<file path="src/include/cmt_map.svh">
// Purpose: Widths and cycle figures of the mode and cycle timing block
// Assumes: Zero wait state memory for every nominal figure
// Notes: Counts are in core clock cycles at 40 MHz
`ifndef CMT_MAP_SVH
`define CMT_MAP_SVH
`define CMT_XLEN 32
`define CMT_REM_W 6
`define CMT_CYC_CNT_W 8
`define CMT_CYC_CNT_MAX 8'hff
`define CMT_CYC_SINGLE 6'h01
`define CMT_CYC_WORD_MAC 6'h02
`define CMT_REFILL_FAST 6'h01
`define CMT_REFILL_MID 6'h02
`define CMT_REFILL_SLOW 6'h03
`define CMT_DIV_BITS_PER_CYC 4
`define CMT_DIV_ITER_W 4
`define CMT_DIV_FULL_ITER 4'h8
`endif

</file>
<file path="src/include/cmt_pkg.sv">
// Purpose: Types shared by the mode and cycle timing block
// Assumes: Nothing beyond the map header
// Notes: State codes follow a Gray path idle-exec-refill-wait-div
package cmt_pkg;
  typedef enum logic [3:0] {
    OP_ALU = 4'h0,
    OP_SHIFT = 4'h1,
    OP_SATURATE = 4'h2,
    OP_MUL = 4'h3,
    OP_LONG_MUL = 4'h4,
    OP_LONG_MAC = 4'h5,
    OP_WORD_MAC = 4'h6,
    OP_DIVIDE = 4'h7,
    OP_REG_LIST = 4'h8,
    OP_DATA_SYNC_BARRIER = 4'h9,
    OP_DATA_MEMORY_BARRIER = 4'ha,
    OP_INSTRUCTION_SYNC_BARRIER = 4'hb,
    OP_WAIT_EVENT_HINT = 4'hc,
    OP_WAIT_INTERRUPT_HINT = 4'hd
  } cmt_op_e;

  typedef enum logic [1:0] {
    FORM_REG = 2'h0,
    FORM_REG_SHIFT_IMM = 2'h1,
    FORM_REG_SHIFT_REG = 2'h2,
    FORM_IMM = 2'h3
  } cmt_operand_form_e;

  typedef enum logic [2:0] {
    ST_IDLE = 3'h0,
    ST_EXEC = 3'h1,
    ST_REFILL = 3'h3,
    ST_WAIT = 3'h2,
    ST_DIV = 3'h6,
    ST_HALT = 3'h4
  } cmt_state_e;

  typedef enum logic {
    MODE_THREAD = 1'b0,
    MODE_HANDLER = 1'b1
  } cmt_mode_e;

  typedef enum logic [1:0] {
    DV_IDLE = 2'h0,
    DV_PREP = 2'h1,
    DV_RUN = 2'h3
  } cmt_div_state_e;
endpackage

</file>
<file path="src/include/cmt_div_if.sv">
// Purpose: Carrier between the timing control and the divider
// Assumes: Start is a one-cycle pulse on the core clock
// Notes: Quotient is valid only while done is high
interface cmt_div_if;
  logic start;
  logic is_signed;
  logic [31:0] dividend;
  logic [31:0] divisor;
  logic [31:0] quotient;
  logic done;
  modport core(output start, output is_signed, output dividend, output divisor,
               input quotient, input done);
  modport div(input start, input is_signed, input dividend, input divisor,
              output quotient, output done);
endinterface

</file>
<file path="src/core/cmt_core_timing.sv">
// Purpose: Mode, privilege, debug state and per-instruction cycle timing of the core
// Assumes: One instruction issued at a time; operands of a divide come with its issue
// Notes: Memory wait stretches every base and refill cycle but not the cycles of a divide
//
// Overview of operation
// - Reset and exception return put the core in thread mode.
// - Taking an exception enters handler mode, always privileged.
// - Thread mode runs privileged or unprivileged; the level is held state.
// - Unprivileged code is refused some resources; privileged code gets all.
// - Normal state runs 16 and 32 bit halfword-aligned instructions.
// - A separate debug halted state exists beside normal execution.
// - Cycle figures assume zero wait states; memory waits lengthen them.
// - Pipeline refill costs 1 to 3 cycles by target alignment, width, speculation.
// - Data barriers take one base cycle plus zero or more extra cycles.
// - Instruction barrier adds at least a pipeline refill to its base cycle.
// - Register list transfers count every listed register, program counter included.
// - Wait hints take one cycle plus cycles waiting for their event.
// - Second operand is register, shifted register, register-shifted register or immediate.
// - Register add, subtract, move, compare, logic: 1 cycle; program counter write refills.
// - Shifts and rotates take 1 cycle with immediate or register amount.
// - Signed and unsigned saturate take 1 cycle.
// - Long multiplies, signed and unsigned, take 1 cycle.
// - Long multiply-accumulates take 1 cycle; word multiply-accumulate and subtract take 2.
// - Division terminates early and takes 2 to 10 cycles.
`include "cmt_map.svh"
module cmt_core_timing (
  input wire logic clk_i,
  input wire logic reset_i,
  input wire logic issue_valid_i,
  input wire cmt_pkg::cmt_op_e issue_op_i,
  input wire cmt_pkg::cmt_operand_form_e issue_form_i,
  input wire logic issue_addr_lsb_i,
  input wire logic issue_dest_pc_i,
  input wire logic [4:0] issue_reg_count_i,
  input wire logic issue_signed_i,
  input wire logic [31:0] issue_opa_i,
  input wire logic [31:0] issue_opb_i,
  input wire logic tgt_wide_i,
  input wire logic tgt_word_aligned_i,
  input wire logic tgt_speculated_i,
  input wire logic mem_wait_i,
  input wire logic mem_idle_i,
  input wire logic event_pin_i,
  input wire logic irq_pin_i,
  input wire logic exc_take_i,
  input wire logic exc_return_i,
  input wire logic thread_unpriv_we_i,
  input wire logic thread_unpriv_i,
  input wire logic halt_req_i,
  input wire logic resume_i,
  input wire logic access_req_i,
  input wire logic access_needs_priv_i,
  output logic issue_ready_o,
  output logic busy_o,
  output logic retire_o,
  output logic [`CMT_CYC_CNT_W-1:0] retire_cycles_o,
  output logic [31:0] div_result_o,
  output logic misalign_o,
  output logic illegal_o,
  output logic handler_mode_o,
  output logic privileged_o,
  output logic debug_halted_o,
  output logic access_grant_o,
  output logic access_fault_o
);
  cmt_div_if dv_if();

  cmt_divider u_div (
    .clk_i(clk_i),
    .reset_i(reset_i),
    .dv(dv_if.div)
  );

  logic ev_meta_r, ev_sync_r, irq_meta_r, irq_sync_r;
  cmt_pkg::cmt_state_e state_r, state_nxt;
  cmt_pkg::cmt_op_e op_r, op_nxt;
  logic [`CMT_REM_W-1:0] rem_r, rem_nxt, refill_r, refill_nxt;
  logic [`CMT_CYC_CNT_W-1:0] cyc_r, cyc_nxt, cyc_out_r, cyc_out_nxt;
  logic ready_r, ready_nxt, busy_r, busy_nxt, retire_r, retire_nxt;
  logic [31:0] div_res_r, div_res_nxt;
  logic misalign_r, misalign_nxt, illegal_r, illegal_nxt;
  logic halted_r, halted_nxt, evt_flag_r, evt_flag_nxt;
  cmt_pkg::cmt_mode_e mode_r, mode_nxt;
  logic unpriv_r, unpriv_nxt, priv_r, priv_nxt;
  logic grant_r, grant_nxt, fault_r, fault_nxt;
  logic offered, form_ok, accept, wait_more, finish, evt_consume;
  logic [`CMT_REM_W-1:0] base_cyc, refill_cost;
  logic [`CMT_CYC_CNT_W-1:0] cyc_inc;

  // Outside events are synchronised before any logic looks at them
  always_ff @(posedge clk_i) begin
    if (reset_i) begin
      ev_meta_r <= 1'b0;
      ev_sync_r <= 1'b0;
      irq_meta_r <= 1'b0;
      irq_sync_r <= 1'b0;
    end else begin
      ev_meta_r <= event_pin_i;
      ev_sync_r <= ev_meta_r;
      irq_meta_r <= irq_pin_i;
      irq_sync_r <= irq_meta_r;
    end
  end

  // Refill cost from the target's placement and whether its address came early
  always_comb begin
    if (tgt_speculated_i) begin
      refill_cost = `CMT_REFILL_FAST;
    end else if (!tgt_wide_i || tgt_word_aligned_i) begin
      refill_cost = `CMT_REFILL_MID;
    end else begin
      refill_cost = `CMT_REFILL_SLOW;
    end
  end

  always_comb begin
    unique case (issue_op_i)
      cmt_pkg::OP_ALU: base_cyc = `CMT_CYC_SINGLE;
      cmt_pkg::OP_SHIFT: base_cyc = `CMT_CYC_SINGLE;
      cmt_pkg::OP_SATURATE: base_cyc = `CMT_CYC_SINGLE;
      cmt_pkg::OP_MUL: base_cyc = `CMT_CYC_SINGLE;
      cmt_pkg::OP_LONG_MUL: base_cyc = `CMT_CYC_SINGLE;
      cmt_pkg::OP_LONG_MAC: base_cyc = `CMT_CYC_SINGLE;
      cmt_pkg::OP_WORD_MAC: base_cyc = `CMT_CYC_WORD_MAC;
      cmt_pkg::OP_REG_LIST: base_cyc = `CMT_CYC_SINGLE + {1'b0, issue_reg_count_i};
      default: base_cyc = `CMT_CYC_SINGLE;
    endcase
  end

  // Data-processing ops take any operand form; the rest only a plain register
  assign form_ok = (issue_op_i == cmt_pkg::OP_ALU) || (issue_op_i == cmt_pkg::OP_SHIFT) ||
                   (issue_op_i == cmt_pkg::OP_SATURATE) ||
                   (issue_form_i == cmt_pkg::FORM_REG);
  assign offered = issue_valid_i && ready_r && (state_r == cmt_pkg::ST_IDLE);
  assign accept = offered && !issue_addr_lsb_i && form_ok;

  assign dv_if.start = accept && (issue_op_i == cmt_pkg::OP_DIVIDE);
  assign dv_if.is_signed = issue_signed_i;
  assign dv_if.dividend = issue_opa_i;
  assign dv_if.divisor = issue_opb_i;

  // Extra cycles a barrier or hint still needs after its base cycle
  always_comb begin
    unique case (op_r)
      cmt_pkg::OP_DATA_SYNC_BARRIER: wait_more = !mem_idle_i;
      cmt_pkg::OP_DATA_MEMORY_BARRIER: wait_more = !mem_idle_i;
      cmt_pkg::OP_WAIT_EVENT_HINT: wait_more = !(evt_flag_r || ev_sync_r || irq_sync_r);
      cmt_pkg::OP_WAIT_INTERRUPT_HINT: wait_more = !irq_sync_r;
      default: wait_more = 1'b0;
    endcase
  end

  assign cyc_inc = (cyc_r == `CMT_CYC_CNT_MAX) ? cyc_r : cyc_r + 8'h01;

  always_comb begin
    state_nxt = state_r;
    op_nxt = op_r;
    rem_nxt = rem_r;
    refill_nxt = refill_r;
    cyc_nxt = cyc_inc;
    cyc_out_nxt = cyc_out_r;
    div_res_nxt = div_res_r;
    misalign_nxt = offered && issue_addr_lsb_i;
    illegal_nxt = offered && !issue_addr_lsb_i && !form_ok;
    finish = 1'b0;
    unique case (state_r)
      cmt_pkg::ST_IDLE: begin
        cyc_nxt = 8'h00;
        if (accept) begin
          op_nxt = issue_op_i;
          rem_nxt = base_cyc;
          refill_nxt = 6'h00;
          if ((issue_dest_pc_i && issue_op_i == cmt_pkg::OP_ALU) ||
              issue_op_i == cmt_pkg::OP_INSTRUCTION_SYNC_BARRIER) begin
            refill_nxt = refill_cost;
          end
          state_nxt = (issue_op_i == cmt_pkg::OP_DIVIDE) ? cmt_pkg::ST_DIV : cmt_pkg::ST_EXEC;
        end else if (halt_req_i) begin
          state_nxt = cmt_pkg::ST_HALT;
        end
      end
      cmt_pkg::ST_EXEC: begin
        if (!mem_wait_i) begin
          if (rem_r == 6'h01) begin
            if (refill_r != 6'h00) begin
              state_nxt = cmt_pkg::ST_REFILL;
              rem_nxt = refill_r;
              refill_nxt = 6'h00;
            end else if (wait_more) begin
              state_nxt = cmt_pkg::ST_WAIT;
            end else begin
              finish = 1'b1;
            end
          end else begin
            rem_nxt = rem_r - 6'h01;
          end
        end
      end
      cmt_pkg::ST_REFILL: begin
        if (!mem_wait_i) begin
          if (rem_r == 6'h01) begin
            finish = 1'b1;
          end else begin
            rem_nxt = rem_r - 6'h01;
          end
        end
      end
      cmt_pkg::ST_WAIT: begin
        finish = !wait_more;
      end
      cmt_pkg::ST_DIV: begin
        if (dv_if.done) begin
          div_res_nxt = dv_if.quotient;
          finish = 1'b1;
        end
      end
      cmt_pkg::ST_HALT: begin
        cyc_nxt = 8'h00;
        if (resume_i) begin
          state_nxt = cmt_pkg::ST_IDLE;
        end
      end
      default: state_nxt = cmt_pkg::ST_IDLE;
    endcase
    if (finish) begin
      state_nxt = cmt_pkg::ST_IDLE;
      cyc_out_nxt = cyc_inc;
    end
    retire_nxt = finish;
    evt_consume = finish && (op_r == cmt_pkg::OP_WAIT_EVENT_HINT);
    // A fresh event in the consuming cycle survives
    evt_flag_nxt = (evt_flag_r && !evt_consume) || ev_sync_r;
    // Nothing new issues until the current operation retires
    ready_nxt = (state_nxt == cmt_pkg::ST_IDLE) && !halt_req_i;
    busy_nxt = (state_nxt != cmt_pkg::ST_IDLE) && (state_nxt != cmt_pkg::ST_HALT);
    halted_nxt = (state_nxt == cmt_pkg::ST_HALT);
  end

  // Mode and privilege; an exception taken wins over a return in the same cycle
  always_comb begin
    mode_nxt = mode_r;
    unpriv_nxt = unpriv_r;
    if (exc_take_i) begin
      mode_nxt = cmt_pkg::MODE_HANDLER;
    end else if (exc_return_i) begin
      mode_nxt = cmt_pkg::MODE_THREAD;
    end
    // Privileged code may drop its level; unprivileged code can never raise it
    if (thread_unpriv_we_i && (priv_r || thread_unpriv_i)) begin
      unpriv_nxt = thread_unpriv_i;
    end
    priv_nxt = (mode_nxt == cmt_pkg::MODE_HANDLER) || !unpriv_nxt;
    grant_nxt = access_req_i && (priv_r || !access_needs_priv_i);
    fault_nxt = access_req_i && !priv_r && access_needs_priv_i;
  end

  always_ff @(posedge clk_i) begin
    if (reset_i) begin
      state_r <= cmt_pkg::ST_IDLE;
      op_r <= cmt_pkg::OP_ALU;
      rem_r <= 6'h00;
      refill_r <= 6'h00;
      cyc_r <= 8'h00;
      cyc_out_r <= 8'h00;
      ready_r <= 1'b0;
      busy_r <= 1'b0;
      retire_r <= 1'b0;
      div_res_r <= 32'h0;
      misalign_r <= 1'b0;
      illegal_r <= 1'b0;
      halted_r <= 1'b0;
      evt_flag_r <= 1'b0;
      mode_r <= cmt_pkg::MODE_THREAD;
      unpriv_r <= 1'b0;
      priv_r <= 1'b1;
      grant_r <= 1'b0;
      fault_r <= 1'b0;
    end else begin
      state_r <= state_nxt;
      op_r <= op_nxt;
      rem_r <= rem_nxt;
      refill_r <= refill_nxt;
      cyc_r <= cyc_nxt;
      cyc_out_r <= cyc_out_nxt;
      ready_r <= ready_nxt;
      busy_r <= busy_nxt;
      retire_r <= retire_nxt;
      div_res_r <= div_res_nxt;
      misalign_r <= misalign_nxt;
      illegal_r <= illegal_nxt;
      halted_r <= halted_nxt;
      evt_flag_r <= evt_flag_nxt;
      mode_r <= mode_nxt;
      unpriv_r <= unpriv_nxt;
      priv_r <= priv_nxt;
      grant_r <= grant_nxt;
      fault_r <= fault_nxt;
    end
  end

  assign issue_ready_o = ready_r;
  assign busy_o = busy_r;
  assign retire_o = retire_r;
  assign retire_cycles_o = cyc_out_r;
  assign div_result_o = div_res_r;
  assign misalign_o = misalign_r;
  assign illegal_o = illegal_r;
  assign handler_mode_o = (mode_r == cmt_pkg::MODE_HANDLER);
  assign privileged_o = priv_r;
  assign debug_halted_o = halted_r;
  assign access_grant_o = grant_r;
  assign access_fault_o = fault_r;
endmodule

</file>
<file path="src/core/cmt_divider.sv">
// Purpose: Early-terminating divider, four quotient bits per cycle
// Assumes: A new start only after done
// Notes: Leading zero nibbles of the dividend are skipped; divide by zero gives 0
`include "cmt_map.svh"
module cmt_divider (
  input wire logic clk_i,
  input wire logic reset_i,
  cmt_div_if.div dv
);
  cmt_pkg::cmt_div_state_e st_r, st_nxt;
  logic [31:0] num_r, num_nxt, den_r, den_nxt, quo_r, quo_nxt;
  logic [32:0] rem_r, rem_nxt;
  logic [`CMT_DIV_ITER_W-1:0] iter_r, iter_nxt;
  logic neg_r, neg_nxt, zero_r, zero_nxt;
  logic [5:0] lead;

  function automatic logic [5:0] clz32(input logic [31:0] v);
    logic [5:0] n;
    logic seen;
    n = 6'h20;
    seen = 1'b0;
    for (int i = 31; i >= 0; i--) begin
      if (!seen && v[i]) begin
        n = 6'(31 - i);
        seen = 1'b1;
      end
    end
    return n;
  endfunction

  always_comb begin
    st_nxt = st_r;
    num_nxt = num_r;
    den_nxt = den_r;
    quo_nxt = quo_r;
    rem_nxt = rem_r;
    iter_nxt = iter_r;
    neg_nxt = neg_r;
    zero_nxt = zero_r;
    lead = clz32(num_r);
    dv.done = 1'b0;
    dv.quotient = zero_r ? 32'h0 : (neg_r ? 32'(-quo_r) : quo_r);
    case (st_r)
      cmt_pkg::DV_IDLE: begin
        if (dv.start) begin
          num_nxt = (dv.is_signed && dv.dividend[31]) ? 32'(-dv.dividend) : dv.dividend;
          den_nxt = (dv.is_signed && dv.divisor[31]) ? 32'(-dv.divisor) : dv.divisor;
          neg_nxt = dv.is_signed && (dv.dividend[31] ^ dv.divisor[31]);
          zero_nxt = (dv.divisor == 32'h0);
          rem_nxt = 33'h0;
          quo_nxt = 32'h0;
          st_nxt = cmt_pkg::DV_PREP;
        end
      end
      cmt_pkg::DV_PREP: begin
        // Skip whole zero nibbles so every remaining step consumes real bits
        num_nxt = num_r << {lead[5:2], 2'b00};
        iter_nxt = zero_r ? 4'h0 : 4'(`CMT_DIV_FULL_ITER - {1'b0, lead[5:2]});
        st_nxt = cmt_pkg::DV_RUN;
      end
      cmt_pkg::DV_RUN: begin
        if (iter_r == 4'h0) begin
          dv.done = 1'b1;
          st_nxt = cmt_pkg::DV_IDLE;
        end else begin
          for (int k = 0; k < `CMT_DIV_BITS_PER_CYC; k++) begin
            rem_nxt = {rem_nxt[31:0], num_nxt[31]};
            num_nxt = {num_nxt[30:0], 1'b0};
            if (rem_nxt >= {1'b0, den_r}) begin
              rem_nxt = rem_nxt - {1'b0, den_r};
              quo_nxt = {quo_nxt[30:0], 1'b1};
            end else begin
              quo_nxt = {quo_nxt[30:0], 1'b0};
            end
          end
          iter_nxt = iter_r - 4'h1;
        end
      end
      default: st_nxt = cmt_pkg::DV_IDLE;
    endcase
  end

  always_ff @(posedge clk_i) begin
    if (reset_i) begin
      st_r <= cmt_pkg::DV_IDLE;
      num_r <= 32'h0;
      den_r <= 32'h0;
      quo_r <= 32'h0;
      rem_r <= 33'h0;
      iter_r <= 4'h0;
      neg_r <= 1'b0;
      zero_r <= 1'b0;
    end else begin
      st_r <= st_nxt;
      num_r <= num_nxt;
      den_r <= den_nxt;
      quo_r <= quo_nxt;
      rem_r <= rem_nxt;
      iter_r <= iter_nxt;
      neg_r <= neg_nxt;
      zero_r <= zero_nxt;
    end
  end
endmodule

</file>
<file path="config.mk">
export PLATFORM = sky130hd
export DESIGN_NAME = cmt_core_timing
export DESIGN_NICKNAME = d
export VERILOG_FILES = /design/src/include/cmt_pkg.sv /design/src/include/cmt_div_if.sv /design/src/core/cmt_core_timing.sv /design/src/core/cmt_divider.sv
export VERILOG_INCLUDE_DIRS = /design/src /design/src/include
export SDC_FILE = /design/constraint.sdc
export NUM_CORES = 1
export LEC_CHECK = 0
export BUFFER_PORTS_ARGS = -buffer_cell sky130_fd_sc_hd__buf_2
export CAP_MARGIN = 25
export CORE_UTILIZATION = 43
export DETAILED_ROUTE_END_ITERATION = 12
export SYNTH_ARGS = -nofsm -noshare
export SYNTH_HDL_FRONTEND = slang
export SYNTH_SLANG_ARGS = --single-unit
</file>
<file path="constraint.sdc">
create_clock -name clk_i -period 13.8 [get_ports clk_i]
set_input_delay 0.69 -clock clk_i [delete_from_list [all_inputs] [get_ports clk_i]]
set_output_delay 0.69 -clock clk_i [all_outputs]
set_load 0.02 [all_outputs]
</file>
Yosys cells after proc, flatten, opt, wreduce, memory -nomap -nowiden
Cells that the tools add are included.
{"block": "totals", "reg_bits": 219, "input_bits": 96, "output_inout_bits": 50}
{"block": "op_classes", "addsub": 12, "order_cmp": 4, "eq_ne": 31, "shifts": 1, "muxes": 137, "bitwise": 1, "n_reduce_logical": 130}
{"cell": "two-way mux 32 bit", "n": 20}
{"cell": "two-way mux 6 bit", "n": 43}
{"cell": ">= comparator 33 x 32 -> 1 bit", "n": 4}
{"cell": "one-hot mux 32 bit (2 select lines)", "n": 2}
{"cell": "subtractor 32 bit", "n": 4}
{"cell": "negator 32 bit", "n": 3}
{"cell": "one-hot mux 32 bit (3 select lines)", "n": 1}
{"cell": "logical AND 1 bit", "n": 50}
{"cell": "two-way mux 1 bit", "n": 48}
{"cell": "logical NOT 1 bit", "n": 43}
{"cell": "logical NOT 32 bit", "n": 1}
{"cell": "left shift 32 x 6 -> 32 bit", "n": 1}
{"cell": "two-way mux 3 bit", "n": 9}
{"cell": "== test 4 bit, second input constant", "n": 6}
{"cell": "one-hot mux 6 bit (2 select lines)", "n": 2}
{"cell": "one-hot mux 6 bit (3 select lines)", "n": 1}
{"cell": "!= test 2 bit, second input constant", "n": 8}
{"cell": "one-hot mux 3 bit (4 select lines)", "n": 1}
{"cell": "logical OR 1 bit", "n": 11}
{"cell": "AND reduction 2 bit", "n": 5}
{"cell": "== test 3 bit, second input constant", "n": 3}
{"cell": "nonzero test 3 bit", "n": 3}
{"cell": "adder 8 x 1 -> 8 bit, second input constant", "n": 1}
{"cell": "== test 4 x 3 -> 1 bit, second input constant", "n": 2}
{"cell": "32 further kinds", "n": 44}

Logic depth before layout (Yosys ltp)
Gate-level depths: netlist of the first run.
{"block": "logic_depth", "ltp_word": 97, "depth_mapped": 56, "mapped_depth_nobuf": 50}

By module
A second synthesis of the first run with hierarchy kept.
{"block": "unflattened", "cells_unflattened": 2547, "hier_area_um2": 19137.1}
{"mod": "cmt_divider", "instances": 1, "cells_per_inst": 2150, "area_each_um2": 15725.1}
{"mod": "cmt_core_timing", "instances": 1, "cells_per_inst": 397, "area_each_um2": 3412.0}

Worst setup path before layout of the first run
Ideal clock, no wire load.
{"block": "synth_path", "path_kind": "register to register", "start": "reg u_div.den_r[1]", "end": "reg u_div.rem_r[15]", "setup_ps": 116, "t_arrival_ps": 11601, "required_ps": 13684, "slack_ps": 2083, "path_stages_with_launch": 53, "n_path_buf": 7, "synth_period_minus_slack_ps": 11717, "path_cell_list": "dfxtp_1 inv_1 ha_1 nor2b_1 o31a_1 o31a_1 o21a_1 a211o_1 a211oi_2 nor2_1 clkbuf_1 mux2_2 ha_1 a21oi_1 o21ai_0 a31o_1 a32o_1 a31oi_1 [17 not listed] buf_6 clkbuf_1 mux2i_1 ha_1 nor2b_1 o21a_1 o21ai_1 a21oi_1 or2_2 o21ai_1 a21oi_1 a41oi_1 o31a_1 or3b_1 buf_2 buf_6 a32o_1 a31o_1"}
{"block": "synth_between", "elab_chain_cells": 16, "elab_cells_between_ends": 20, "cone_classes": "add/sub (4); order compare (4); mux (12)"}
{"element": "start, declared", "line_no": "cmt_divider.sv:11", "text": "logic [31:0] num_r, num_nxt, den_r, den_nxt, quo_r, quo_nxt;"}
{"element": "start signal, assigned", "line_no": "cmt_divider.sv:96", "text": "den_r <= den_nxt;"}
{"element": "subtractor 32 bit / >= comparator 33 x 32 -> 1 bit (equally long branches)", "line_no": "cmt_divider.sv:70, cmt_divider.sv:69"}
{"element": "two-way mux 32 bit", "line_no": "cmt_divider.sv:69", "text": "if (rem_nxt >= {1'b0, den_r}) begin"}
{"element": "two-way mux 32 bit", "line_no": "cmt_divider.sv:62", "text": "if (iter_r == 4'h0) begin"}
{"element": "two-way mux 32 bit", "line_no": "cmt_divider.sv:43", "text": "case (st_r)"}
{"element": "subtractor 32 bit / >= comparator 33 x 32 -> 1 bit (equally long branches)", "line_no": "cmt_divider.sv:70, cmt_divider.sv:69"}
{"element": "two-way mux 32 bit", "line_no": "cmt_divider.sv:69"}
{"element": "two-way mux 32 bit", "line_no": "cmt_divider.sv:62"}
{"element": "two-way mux 32 bit", "line_no": "cmt_divider.sv:43"}
{"element": "subtractor 32 bit / >= comparator 33 x 32 -> 1 bit (equally long branches)", "line_no": "cmt_divider.sv:70, cmt_divider.sv:69"}
{"element": "two-way mux 32 bit", "line_no": "cmt_divider.sv:69"}
{"element": "two-way mux 32 bit", "line_no": "cmt_divider.sv:62"}
{"element": "two-way mux 32 bit", "line_no": "cmt_divider.sv:43"}
{"element": "subtractor 32 bit / >= comparator 33 x 32 -> 1 bit (equally long branches)", "line_no": "cmt_divider.sv:70, cmt_divider.sv:69"}
{"element": "two-way mux 32 bit (*)", "line_no": "cmt_divider.sv:69"}
{"element": "two-way mux 32 bit (*)", "line_no": "cmt_divider.sv:62"}
{"element": "one-hot mux 32 bit (2 select lines) (*)", "line_no": "cmt_divider.sv:43"}
{"element": "end signal, assigned", "line_no": "cmt_divider.sv:98", "text": "rem_r <= rem_nxt;"}
{"element": "end, declared", "line_no": "cmt_divider.sv:12", "text": "logic [32:0] rem_r, rem_nxt;"}
Every way passes the cells marked *; elsewhere a longest branch is shown, timed or not. The select of a mux whose other input is x is not followed.
A chain may end at the register's enable or synchronous reset.

Worst setup path in the final report of the first run
{"block": "layout_path", "start": "reg u_div.den_r[1]", "end": "reg u_div.rem_r[27]"}
The elaborated chain is that of the path after synthesis.

==> results.sh, run 1 <==
export IMPL_syn_area_um2=18900
export IMPL_synthToLayoutAreaGrowth_pct=11.1
export IMPL_grt_use_met2_pct=43.7
export IMPL_cp_slowest_cell="dfxtp_1"
export IMPL_met3_usage_pct=4.45
export IMPL_clock_sinks=215
export IMPL_worst_endpoint_arrival_ns=13.51
export IMPL_clockRootBuffer="clkbuf_16"
export IMPL_p_leak_nw=8.72
export IMPL_syn_avg_cell_area_um2=7.49
export IMPL_grt_max_degree=68
export IMPL_port_buffers=145
export IMPL_die_w_um=212
export IMPL_first_global_vias=18100
export IMPL_fmax_mhz=76.5
export IMPL_setup_viol=0
export IMPL_crit_path_start="u_div.den_r[1]$_SDFFE_PP0P_"
export IMPL_worstHoldStart="exc_take_i"
export IMPL_synthTopCellsByArea="dfxtp_1, ha_1, a21oi_1"
export IMPL_vdd_drop_max_uv=152
export IMPL_regToRegStartpoint="u_div.den_r[1]$_SDFFE_PP0P_"
export IMPL_met1_usage_pct=38.0
export IMPL_drt_wl_total_mm=62.3
export IMPL_yosysMostFrequentCell="nor2_1"
export IMPL_routedWlPerCell_um=19.4
export IMPL_min_period_over_period_pct=94.7
export IMPL_finalMaxSlewViolations=0
export IMPL_worst_path_buf_inv=5
export IMPL_n_fill_cell=4320
export IMPL_fp_row_count=76
export IMPL_synth_cell_type_count=79
export IMPL_netlist_area_leader_share_pct=22.7
export IMPL_grt_ovfl_total=0
export IMPL_slowest_delay_ns=0.52
export IMPL_dpl_hpwl_mm=48.2
export IMPL_synth_top_area_cell="dfxtp_1"
export IMPL_path_depth=46
export IMPL_die_area_um2=44900
export IMPL_top_usage_layer="met2"
export IMPL_worstSkewPairLatency_ns=0.54
export IMPL_syn_nets=2766
export IMPL_post_route_min_period_ns=13.07
export IMPL_start_kind="register"
export IMPL_worst_pin_slew_ns=1.04
export IMPL_finalWeightedCongestion=0.963
export IMPL_relSlewSlack_pct=30.2
export IMPL_drive_gt1_share_pct=12.0
export IMPL_cts_buffers=24
export IMPL_htree_num_levels=1
export IMPL_layout_nets=2846
export IMPL_cts_setup_buffers=0
export IMPL_synth_edff_count=0
export IMPL_finalSetupTns_ns=0
export IMPL_initial_core_util_pct=43.8
export IMPL_layout_area_seq_um2=4300
export IMPL_dr_pass1_iters=6
export IMPL_hold_class="in -> reg"
export IMPL_chipHeight_um=212
export IMPL_vias=19300
export IMPL_synthCells=2528
export IMPL_worst_r2r_setup_slack_ns=0.73
export IMPL_pin_count=146
export IMPL_viasPerCell=5.99
export IMPL_ys_ff_latch=215
export IMPL_async_flop_share_pct=0
export IMPL_cp_common_cell="a21oi_1"
export IMPL_ys_warnings_count=0
export IMPL_netlist_top_cells_count="nor2_1, a21oi_1, nand2_1, dfxtp_1, ha_1"
export IMPL_finClkSkew_ns=0.0111
export IMPL_cts_resized=0
export IMPL_worstRegToRegCells=46
export IMPL_grtUsageTotal_pct=27.3
export IMPL_outcome="finished, final reports clean"
export IMPL_core_area_um2=43300
export IMPL_multi_input_area_um2=13900
export IMPL_critical_path_class="reg -> reg"
export IMPL_p_per_area_nw_per_um2=155
export IMPL_ctsHoldBuffers=0
export IMPL_ant_nets=0
export IMPL_clockBufferDepth=3
export IMPL_synth_main_ff_cell="dfxtp_1"
export IMPL_antenna_found_initial=18
export IMPL_grt_pass1_wl_mm=98.3
export IMPL_crit_fanout=27
export IMPL_worst_setup_path_end_kind="register"
export IMPL_critPathTopFamily="compound AO/OA/AOI/OAI gates"
export IMPL_grt_setup_unrepaired="no"
export IMPL_crit_path_end="u_div.rem_r[27]$_SDFFE_PP0P_"
export IMPL_final_cells=3217
export IMPL_path_clk_slew_ns=0.06
export IMPL_route_detailed_drc=0
export IMPL_drt_initial_drc_count=1630
export IMPL_r2r_end="u_div.rem_r[27]$_SDFFE_PP0P_"
export IMPL_dp_cells=3164
export IMPL_synth_seq_area_share_pct=22.7
export IMPL_cap_violations=0
export IMPL_worstPathRequired_ns=14.23
export IMPL_cts_tree="built"
export IMPL_hold_violations=0
==> how the worst min path moves through the flow <==
stage | to | cells after the start | slack, ns
after global placement | ev_sync_r$_SDFF_PP0_ | 1 | 0.42
after detailed placement | ev_sync_r$_SDFF_PP0_ | 1 | 0.43
after floorplan | ev_sync_r$_SDFF_PP0_ | 1 | 0.41
after global routing | privileged_o$_SDFF_PP1_ | 3 | 0.34
after CTS | privileged_o$_SDFF_PP1_ | 3 | 0.32
final | privileged_o$_SDFF_PP1_ | 3 | 0.34
==> placed cells by master, fill, tap and decap left out, types with 53 or more instances in the layout <==
cell type | synthesis | layout
a211oi_1 | 53 | 53
a21o_1 | 58 | 58
a21oi_1 | 247 | 247
buf_2 | 3 | 144
dfxtp_1 | 215 | 215
ha_1 | 138 | 138
inv_1 | 94 | 94
mux2_2 | 72 | 72
nand2_1 | 226 | 226
nand3_1 | 77 | 77
nor2_1 | 285 | 280
nor3_1 | 70 | 68
o21ai_0 | 123 | 123
xnor2_1 | 122 | 122
xor2_1 | 70 | 70
==> worst register-to-register path, delay by kind of cell (launching register included) <==
kind                     cells  cell delay [ns]
AO/OA/AOI/OAI               29             7.92
adder cells (fa/ha/maj)      4             1.35
buffers and inverters        5             1.30
multiplexers                 3             1.05
AND/OR/NAND/NOR              5             0.83
flip-flops                   1             0.52
==> area by class of cell <==
cell class              count  area share (%)
clock inverters            10           0.529
well taps                 585            3.48
repair buffers            172            4.67
clock buffers              32            3.14
multi-input cells        2100            65.9
diodes                      8          0.0951
flip-flops and latches    215            20.5
inverters                  95            1.69
==> power by group <==
part           leakage [nW]  internal, mW  switching, mW
clock network         0.386         0.373          0.267
logic                  6.60         0.764           1.24
registers              1.73         0.623        0.00171
==> per-layer routing <==
metal,vias up,wire length (µm)
li1,9428,-
met1,9134,29300
met2,603,27400
met3,88,4140
met4,14,1350
met5,-,90
==> registers in the layout, indices dropped and copies added (netlist names), 2 cells and up <==
signal	count
cyc_r	8
div_result_o	32
op_r	4
refill_r	2
rem_r	6
retire_cycles_o	8
state_r	3
u_div.den_r	32
u_div.iter_r	4
u_div.num_r	32
u_div.quo_r	32
u_div.rem_r	32
u_div.st_r	2
==> metrics by stage <==
step | setup slack, ns | power [mW] | util, % | cell area (µm²) | hold slack [ns]
2_1_floorplan | 2.08 | 2.12 | - | 18900 | 0.414
6_report | 0.725 | 3.26 | 48.6 | 21000 | 0.340
4_1_cts | 0.249 | 3.23 | 48.4 | 20900 | 0.323
3_5_place_dp | 0.280 | 2.58 | 46.6 | 20200 | 0.430
5_1_grt | 0.161 | 3.47 | 48.6 | 21000 | 0.338
3_3_place_gp | 0.644 | 2.58 | 46.6 | 20200 | 0.422
==> cell families (layout without fill, tap and decap cells) <==
| family | after synthesis | after routing | share of synthesized area (%) |
|---|---|---|---|
| other | 0 | 8 | 0 |
| buffers and inverters | 213 | 309 | 4.32 |
| and+or+nand+nor | 893 | 893 | 22.2 |
| AOI/OAI and AO/OA | 766 | 766 | 26.2 |
| xor gates and xnor gates | 192 | 192 | 8.88 |
| adders and majority gates | 142 | 142 | 9.54 |
| DFF | 215 | 215 | 22.7 |
| muxes | 107 | 107 | 6.16 |
No activity file was read; power rests on OpenSTA's default activity.
==> inputs of run 2 (changes only) <==
Settings changed: CORE_MARGIN from default to 2.
==> results.sh, run 2 (synthesis gave the netlist of run 1 again) <==
export IMPL_fp_row_count=76
export IMPL_layout_commonest_cell="nor2_1"
export IMPL_setup_viol=0
export IMPL_crit_fanout=27
export IMPL_worst_setup_path_end_kind="register"
export IMPL_pre_cts_slack_ns=0.449
export IMPL_htree_num_levels=1
export IMPL_synthToLayoutAreaGrowth_pct=11.2
export IMPL_cp_common_cell="o21a_1"
export IMPL_slowest_delay_ns=0.76
export IMPL_vias=19100
export IMPL_cts_tree="built"
export IMPL_hold_class="in -> reg"
export IMPL_worstPathRequired_ns=14.22
export IMPL_grt_ovfl_total=0
export IMPL_finalWeightedCongestion=0.936
export IMPL_worst_endpoint_arrival_ns=13.37
export IMPL_grt_pass1_wl_mm=97.4
export IMPL_relSlewSlack_pct=37.1
export IMPL_grt_setup_unrepaired="no"
export IMPL_pin_count=146
export IMPL_initial_core_util_pct=43.8
export IMPL_critical_path_class="reg -> reg"
export IMPL_first_global_vias=17900
export IMPL_drive_gt1_share_pct=12.2
export IMPL_clockBufferDepth=3
export IMPL_finalMaxSlewViolations=0
export IMPL_layout_area_seq_um2=4300
export IMPL_route_detailed_drc=0
export IMPL_path_clk_slew_ns=0.07
export IMPL_cts_setup_buffers=0
export IMPL_worst_path_buf_inv=3
export IMPL_vdd_drop_max_uv=144
export IMPL_ctsHoldBuffers=0
export IMPL_finalSetupTns_ns=0
export IMPL_port_buffers=145
export IMPL_final_cell_mix="nor2_1, a21oi_1, nand2_1, dfxtp_1, buf_2"
export IMPL_drt_initial_drc_count=1773
export IMPL_layout_nets=2848
export IMPL_n_fill_cell=4303
export IMPL_worstSkewPairLatency_ns=0.53
export IMPL_cts_buffers=23
export IMPL_multi_input_area_um2=13900
export IMPL_drt_wl_total_mm=61.8
export IMPL_final_setup_worst_slack_ns=0.845
export IMPL_min_period_over_period_pct=93.9
export IMPL_antenna_found_initial=18
export IMPL_die_area_um2=45700
export IMPL_post_route_min_period_ns=12.95
export IMPL_viasPerCell=5.93
export IMPL_grt_max_degree=78
export IMPL_hold_violations=0
export IMPL_cap_violations=0
export IMPL_dpl_hpwl_mm=48.2
export IMPL_ant_nets=0
export IMPL_p_leak_nw=8.71
export IMPL_die_w_um=214
export IMPL_cp_slowest_cell="or3b_2"
export IMPL_core_area_um2=43300
export IMPL_cts_resized=0
export IMPL_worst_pin_slew_ns=0.942
export IMPL_clock_sinks=215
export IMPL_chipHeight_um=214
export IMPL_critPathTopFamily="compound AO/OA/AOI/OAI gates"
export IMPL_dr_pass1_iters=6
export IMPL_p_per_area_nw_per_um2=155
export IMPL_fmax_mhz=77.2
export IMPL_outcome="finished, final reports clean"
export IMPL_start_kind="register"
export IMPL_finClkSkew_ns=0.0182
export IMPL_grtUsageTotal_pct=26.7
export IMPL_clockRootBuffer="clkbuf_16"
export IMPL_routedWlPerCell_um=19.2
-- run 2: changes by cell type in the layout (fill, tap and decap cells not counted), moves of 2 or more --
| cell | before | now |
|---|---|---|
| clkinv_2 | 7 | 2 |
| buf_4 | 24 | 28 |
| clkbuf_1 | 5 | 1 |
| clkinvlp_4 | 0 | 4 |
| diode_2 | 8 | 10 |
| inv_6 | 0 | 2 |
-- run 2: worst paths after layout --
check	from	to	slack, ns	cells after the start
setup / recovery	u_div.den_r[1]$_SDFFE_PP0P_	u_div.rem_r[5]$_SDFFE_PP0P_	0.85	46
hold / removal	halt_req_i	issue_ready_o$_SDFF_PP0_	0.33	2
setup reg to reg	u_div.den_r[1]$_SDFFE_PP0P_	u_div.rem_r[5]$_SDFFE_PP0P_	0.85	46
hold reg to reg	irq_meta_r$_SDFF_PP0_	irq_sync_r$_SDFF_PP0_	0.45	1
-- run 2: through the flow --
stage | hold WS [ns] | std cells | power, mW | cell area, µm² | utilization (%)
3_5_place_dp | 0.442 | 3168 | 2.58 | 20200 | 46.7
6_report | 0.335 | 3219 | 3.27 | 21100 | 48.7
5_1_grt | 0.321 | 3213 | 3.48 | 21000 | 48.6
4_1_cts | 0.314 | 3207 | 3.24 | 21000 | 48.5
2_1_floorplan | 0.414 | 2528 | 2.12 | 18900 | -
3_3_place_gp | 0.418 | 3168 | 2.56 | 20200 | 46.7
-- run 2: report_power, final --
group,switching [mW],internal (mW)
Clock,0.273,0.379
Sequential,0.00179,0.623
Combinational,1.23,0.766
-- run 2: worst register-to-register path, delay by kind of cell, from the launching register on --
kind / cells / cell delay (ns)
muxes: 3 / 1.11
adders and majority gates: 4 / 1.25
buffers and inverters: 3 / 0.57
DFF: 1 / 0.48
and+or+nand+nor: 6 / 1.64
AOI/OAI and AO/OA: 30 / 7.81
-- run 2: cell type report --
class | count | share of cell area, %
Tap cell | 585 | 3.48
Sequential cell | 215 | 20.4
Inverter | 95 | 1.69
Multi-Input combinational cell | 2100 | 65.9
Clock inverter | 12 | 0.743
Antenna cell | 10 | 0.119
Clock buffer | 27 | 2.95
Timing Repair Buffer | 175 | 4.73
-- run 2: per-layer routing --
layer | vias to the layer above | global-route usage, % | share of wire [%]
met2 | 595 | 42.9 | 44
met1 | 8928 | 37.5 | 47
li1 | 9458 | - | -
met5 | - | 0 | 0.18
met3 | 78 | 4.28 | 6.9
met4 | 16 | 5.68 | 1.8
==> inputs of run 3 (changes only) <==
Settings changed: RECOVER_POWER from default to 25, SLEW_MARGIN from default to 30.
Clock period 13.8 ns to 14.6 ns, I/O delays scaled along.
==> results.sh, run 3 (synthesis gave the netlist of run 1 again) <==
export IMPL_worst_endpoint_arrival_ns=14.19
export IMPL_vias=19200
export IMPL_min_period_over_period_pct=94.5
export IMPL_cts_setup_buffers=0
export IMPL_viasPerCell=5.97
export IMPL_synthToLayoutAreaGrowth_pct=10.1
export IMPL_p_per_area_nw_per_um2=146
export IMPL_drt_wl_total_mm=62.2
export IMPL_grt_max_degree=97
export IMPL_finalWeightedCongestion=0.914
export IMPL_die_w_um=214
export IMPL_chipHeight_um=214
export IMPL_setup_viol=0
export IMPL_clockRootBuffer="clkbuf_16"
export IMPL_layout_commonest_cell="nor2_1"
export IMPL_first_global_vias=18000
export IMPL_worst_setup_path_end_kind="register"
export IMPL_grt_setup_unrepaired="no"
export IMPL_fp_row_count=76
export IMPL_grtUsageTotal_pct=26.9
export IMPL_start_kind="register"
export IMPL_ant_nets=0
export IMPL_layout_nets=2841
export IMPL_route_detailed_drc=0
export IMPL_clock_sinks=215
export IMPL_crit_fanout=27
export IMPL_hold_class="in -> reg"
export IMPL_total_power_mw=3.05
export IMPL_worst_pin_slew_ns=4.65
export IMPL_p_leak_nw=8.44
export IMPL_outcome="complete, but fails checks"
export IMPL_finalMaxSlewViolations=180
export IMPL_finalSetupTns_ns=0
export IMPL_final_setup_worst_slack_ns=0.807
export IMPL_routedWlPerCell_um=19.3
export IMPL_drt_initial_drc_count=1703
export IMPL_port_buffers=145
export IMPL_vdd_drop_max_uv=185
export IMPL_pin_count=146
export IMPL_worstPathRequired_ns=15.00
export IMPL_path_clk_slew_ns=0.06
export IMPL_initial_core_util_pct=43.8
export IMPL_post_route_min_period_ns=13.79
export IMPL_dr_pass1_iters=5
export IMPL_pre_cts_slack_ns=0.853
export IMPL_fmax_mhz=72.5
export IMPL_cap_violations=2
export IMPL_failed_checks="max-capacitance violations, max-slew violations"
export IMPL_final_cell_mix="nor2_1, a21oi_1, nand2_1, dfxtp_1, ha_1"
export IMPL_die_area_um2=45700
export IMPL_relSlewSlack_pct=-210
export IMPL_final_core_util_pct=48.2
export IMPL_htree_num_levels=1
export IMPL_cts_buffers=23
export IMPL_hold_violations=0
export IMPL_grt_ovfl_total=0
export IMPL_clockBufferDepth=3
export IMPL_ctsHoldBuffers=0
export IMPL_worstSkewPairLatency_ns=0.55
export IMPL_grt_pass1_wl_mm=98.5
export IMPL_slowest_delay_ns=0.73
export IMPL_dpl_hpwl_mm=48.3
export IMPL_cp_slowest_cell="or3b_2"
export IMPL_drive_gt1_share_pct=9.93
export IMPL_antenna_found_initial=18
export IMPL_core_area_um2=43300
export IMPL_critical_path_class="reg -> reg"
export IMPL_finClkSkew_ns=0.0192
export IMPL_cts_tree="built"
export IMPL_cts_resized=0
run 3: final timing paths:
path / startpoint / end / slack [ns] / depth (start not counted)
setup / recovery: u_div.den_r[1]$_SDFFE_PP0P_ / u_div.rem_r[4]$_SDFFE_PP0P_ / 0.81 / 46
hold reg to reg: ev_meta_r$_SDFF_PP0_ / ev_sync_r$_SDFF_PP0_ / 0.44 / 1
setup reg to reg: u_div.den_r[1]$_SDFFE_PP0P_ / u_div.rem_r[4]$_SDFFE_PP0P_ / 0.81 / 46
hold / removal: halt_req_i / issue_ready_o$_SDFF_PP0_ / 0.37 / 2
run 3: power by group:
| group | switching, mW | internal (mW) | leakage [nW] |
|---|---|---|---|
| registers | 0.00171 | 0.589 | 1.73 |
| clock network | 0.259 | 0.326 | 0.373 |
| logic | 1.16 | 0.718 | 6.34 |
| total | 1.42 | 1.63 | 8.44 |
run 3: area by class of cell:
type / count / area, µm²
sequential: 215 / 4300
timing repair buffer: 168 / 831
antenna: 10 / 25.0
clock buffer: 29 / 628
multi-input combinational: 2100 / 13900
inverter: 95 / 357
tap: 585 / 732
fill: 4420 / 22400
clock inverter: 12 / 111
run 3: metrics by stage:
stage	hold slack, ns	std cells	area [µm²]
floorplan	0.414	2528	18900
global placement	0.419	3163	20100
detailed placement	0.426	3163	20200
CTS	0.344	3204	20900
global route	0.355	3209	20800
finish	0.367	3214	20800
run 3: metal layers:
layer	GRT usage (%)	share of wire, %	vias up
met5	0	0.16	-
met4	7.09	2.4	16
met3	4.51	7.2	98
met2	42.6	44	622
met1	37.8	47	9035
li1	-	-	9414
run 3: critical path, delay by kind of cell, from the launching register on:
kind / cells / cell delay (ns)
simple gates: 7 / 1.94
flops: 1 / 0.50
mux: 3 / 1.08
fa+ha+maj: 4 / 1.22
compound gates: 28 / 8.11
buf+inv: 4 / 0.74
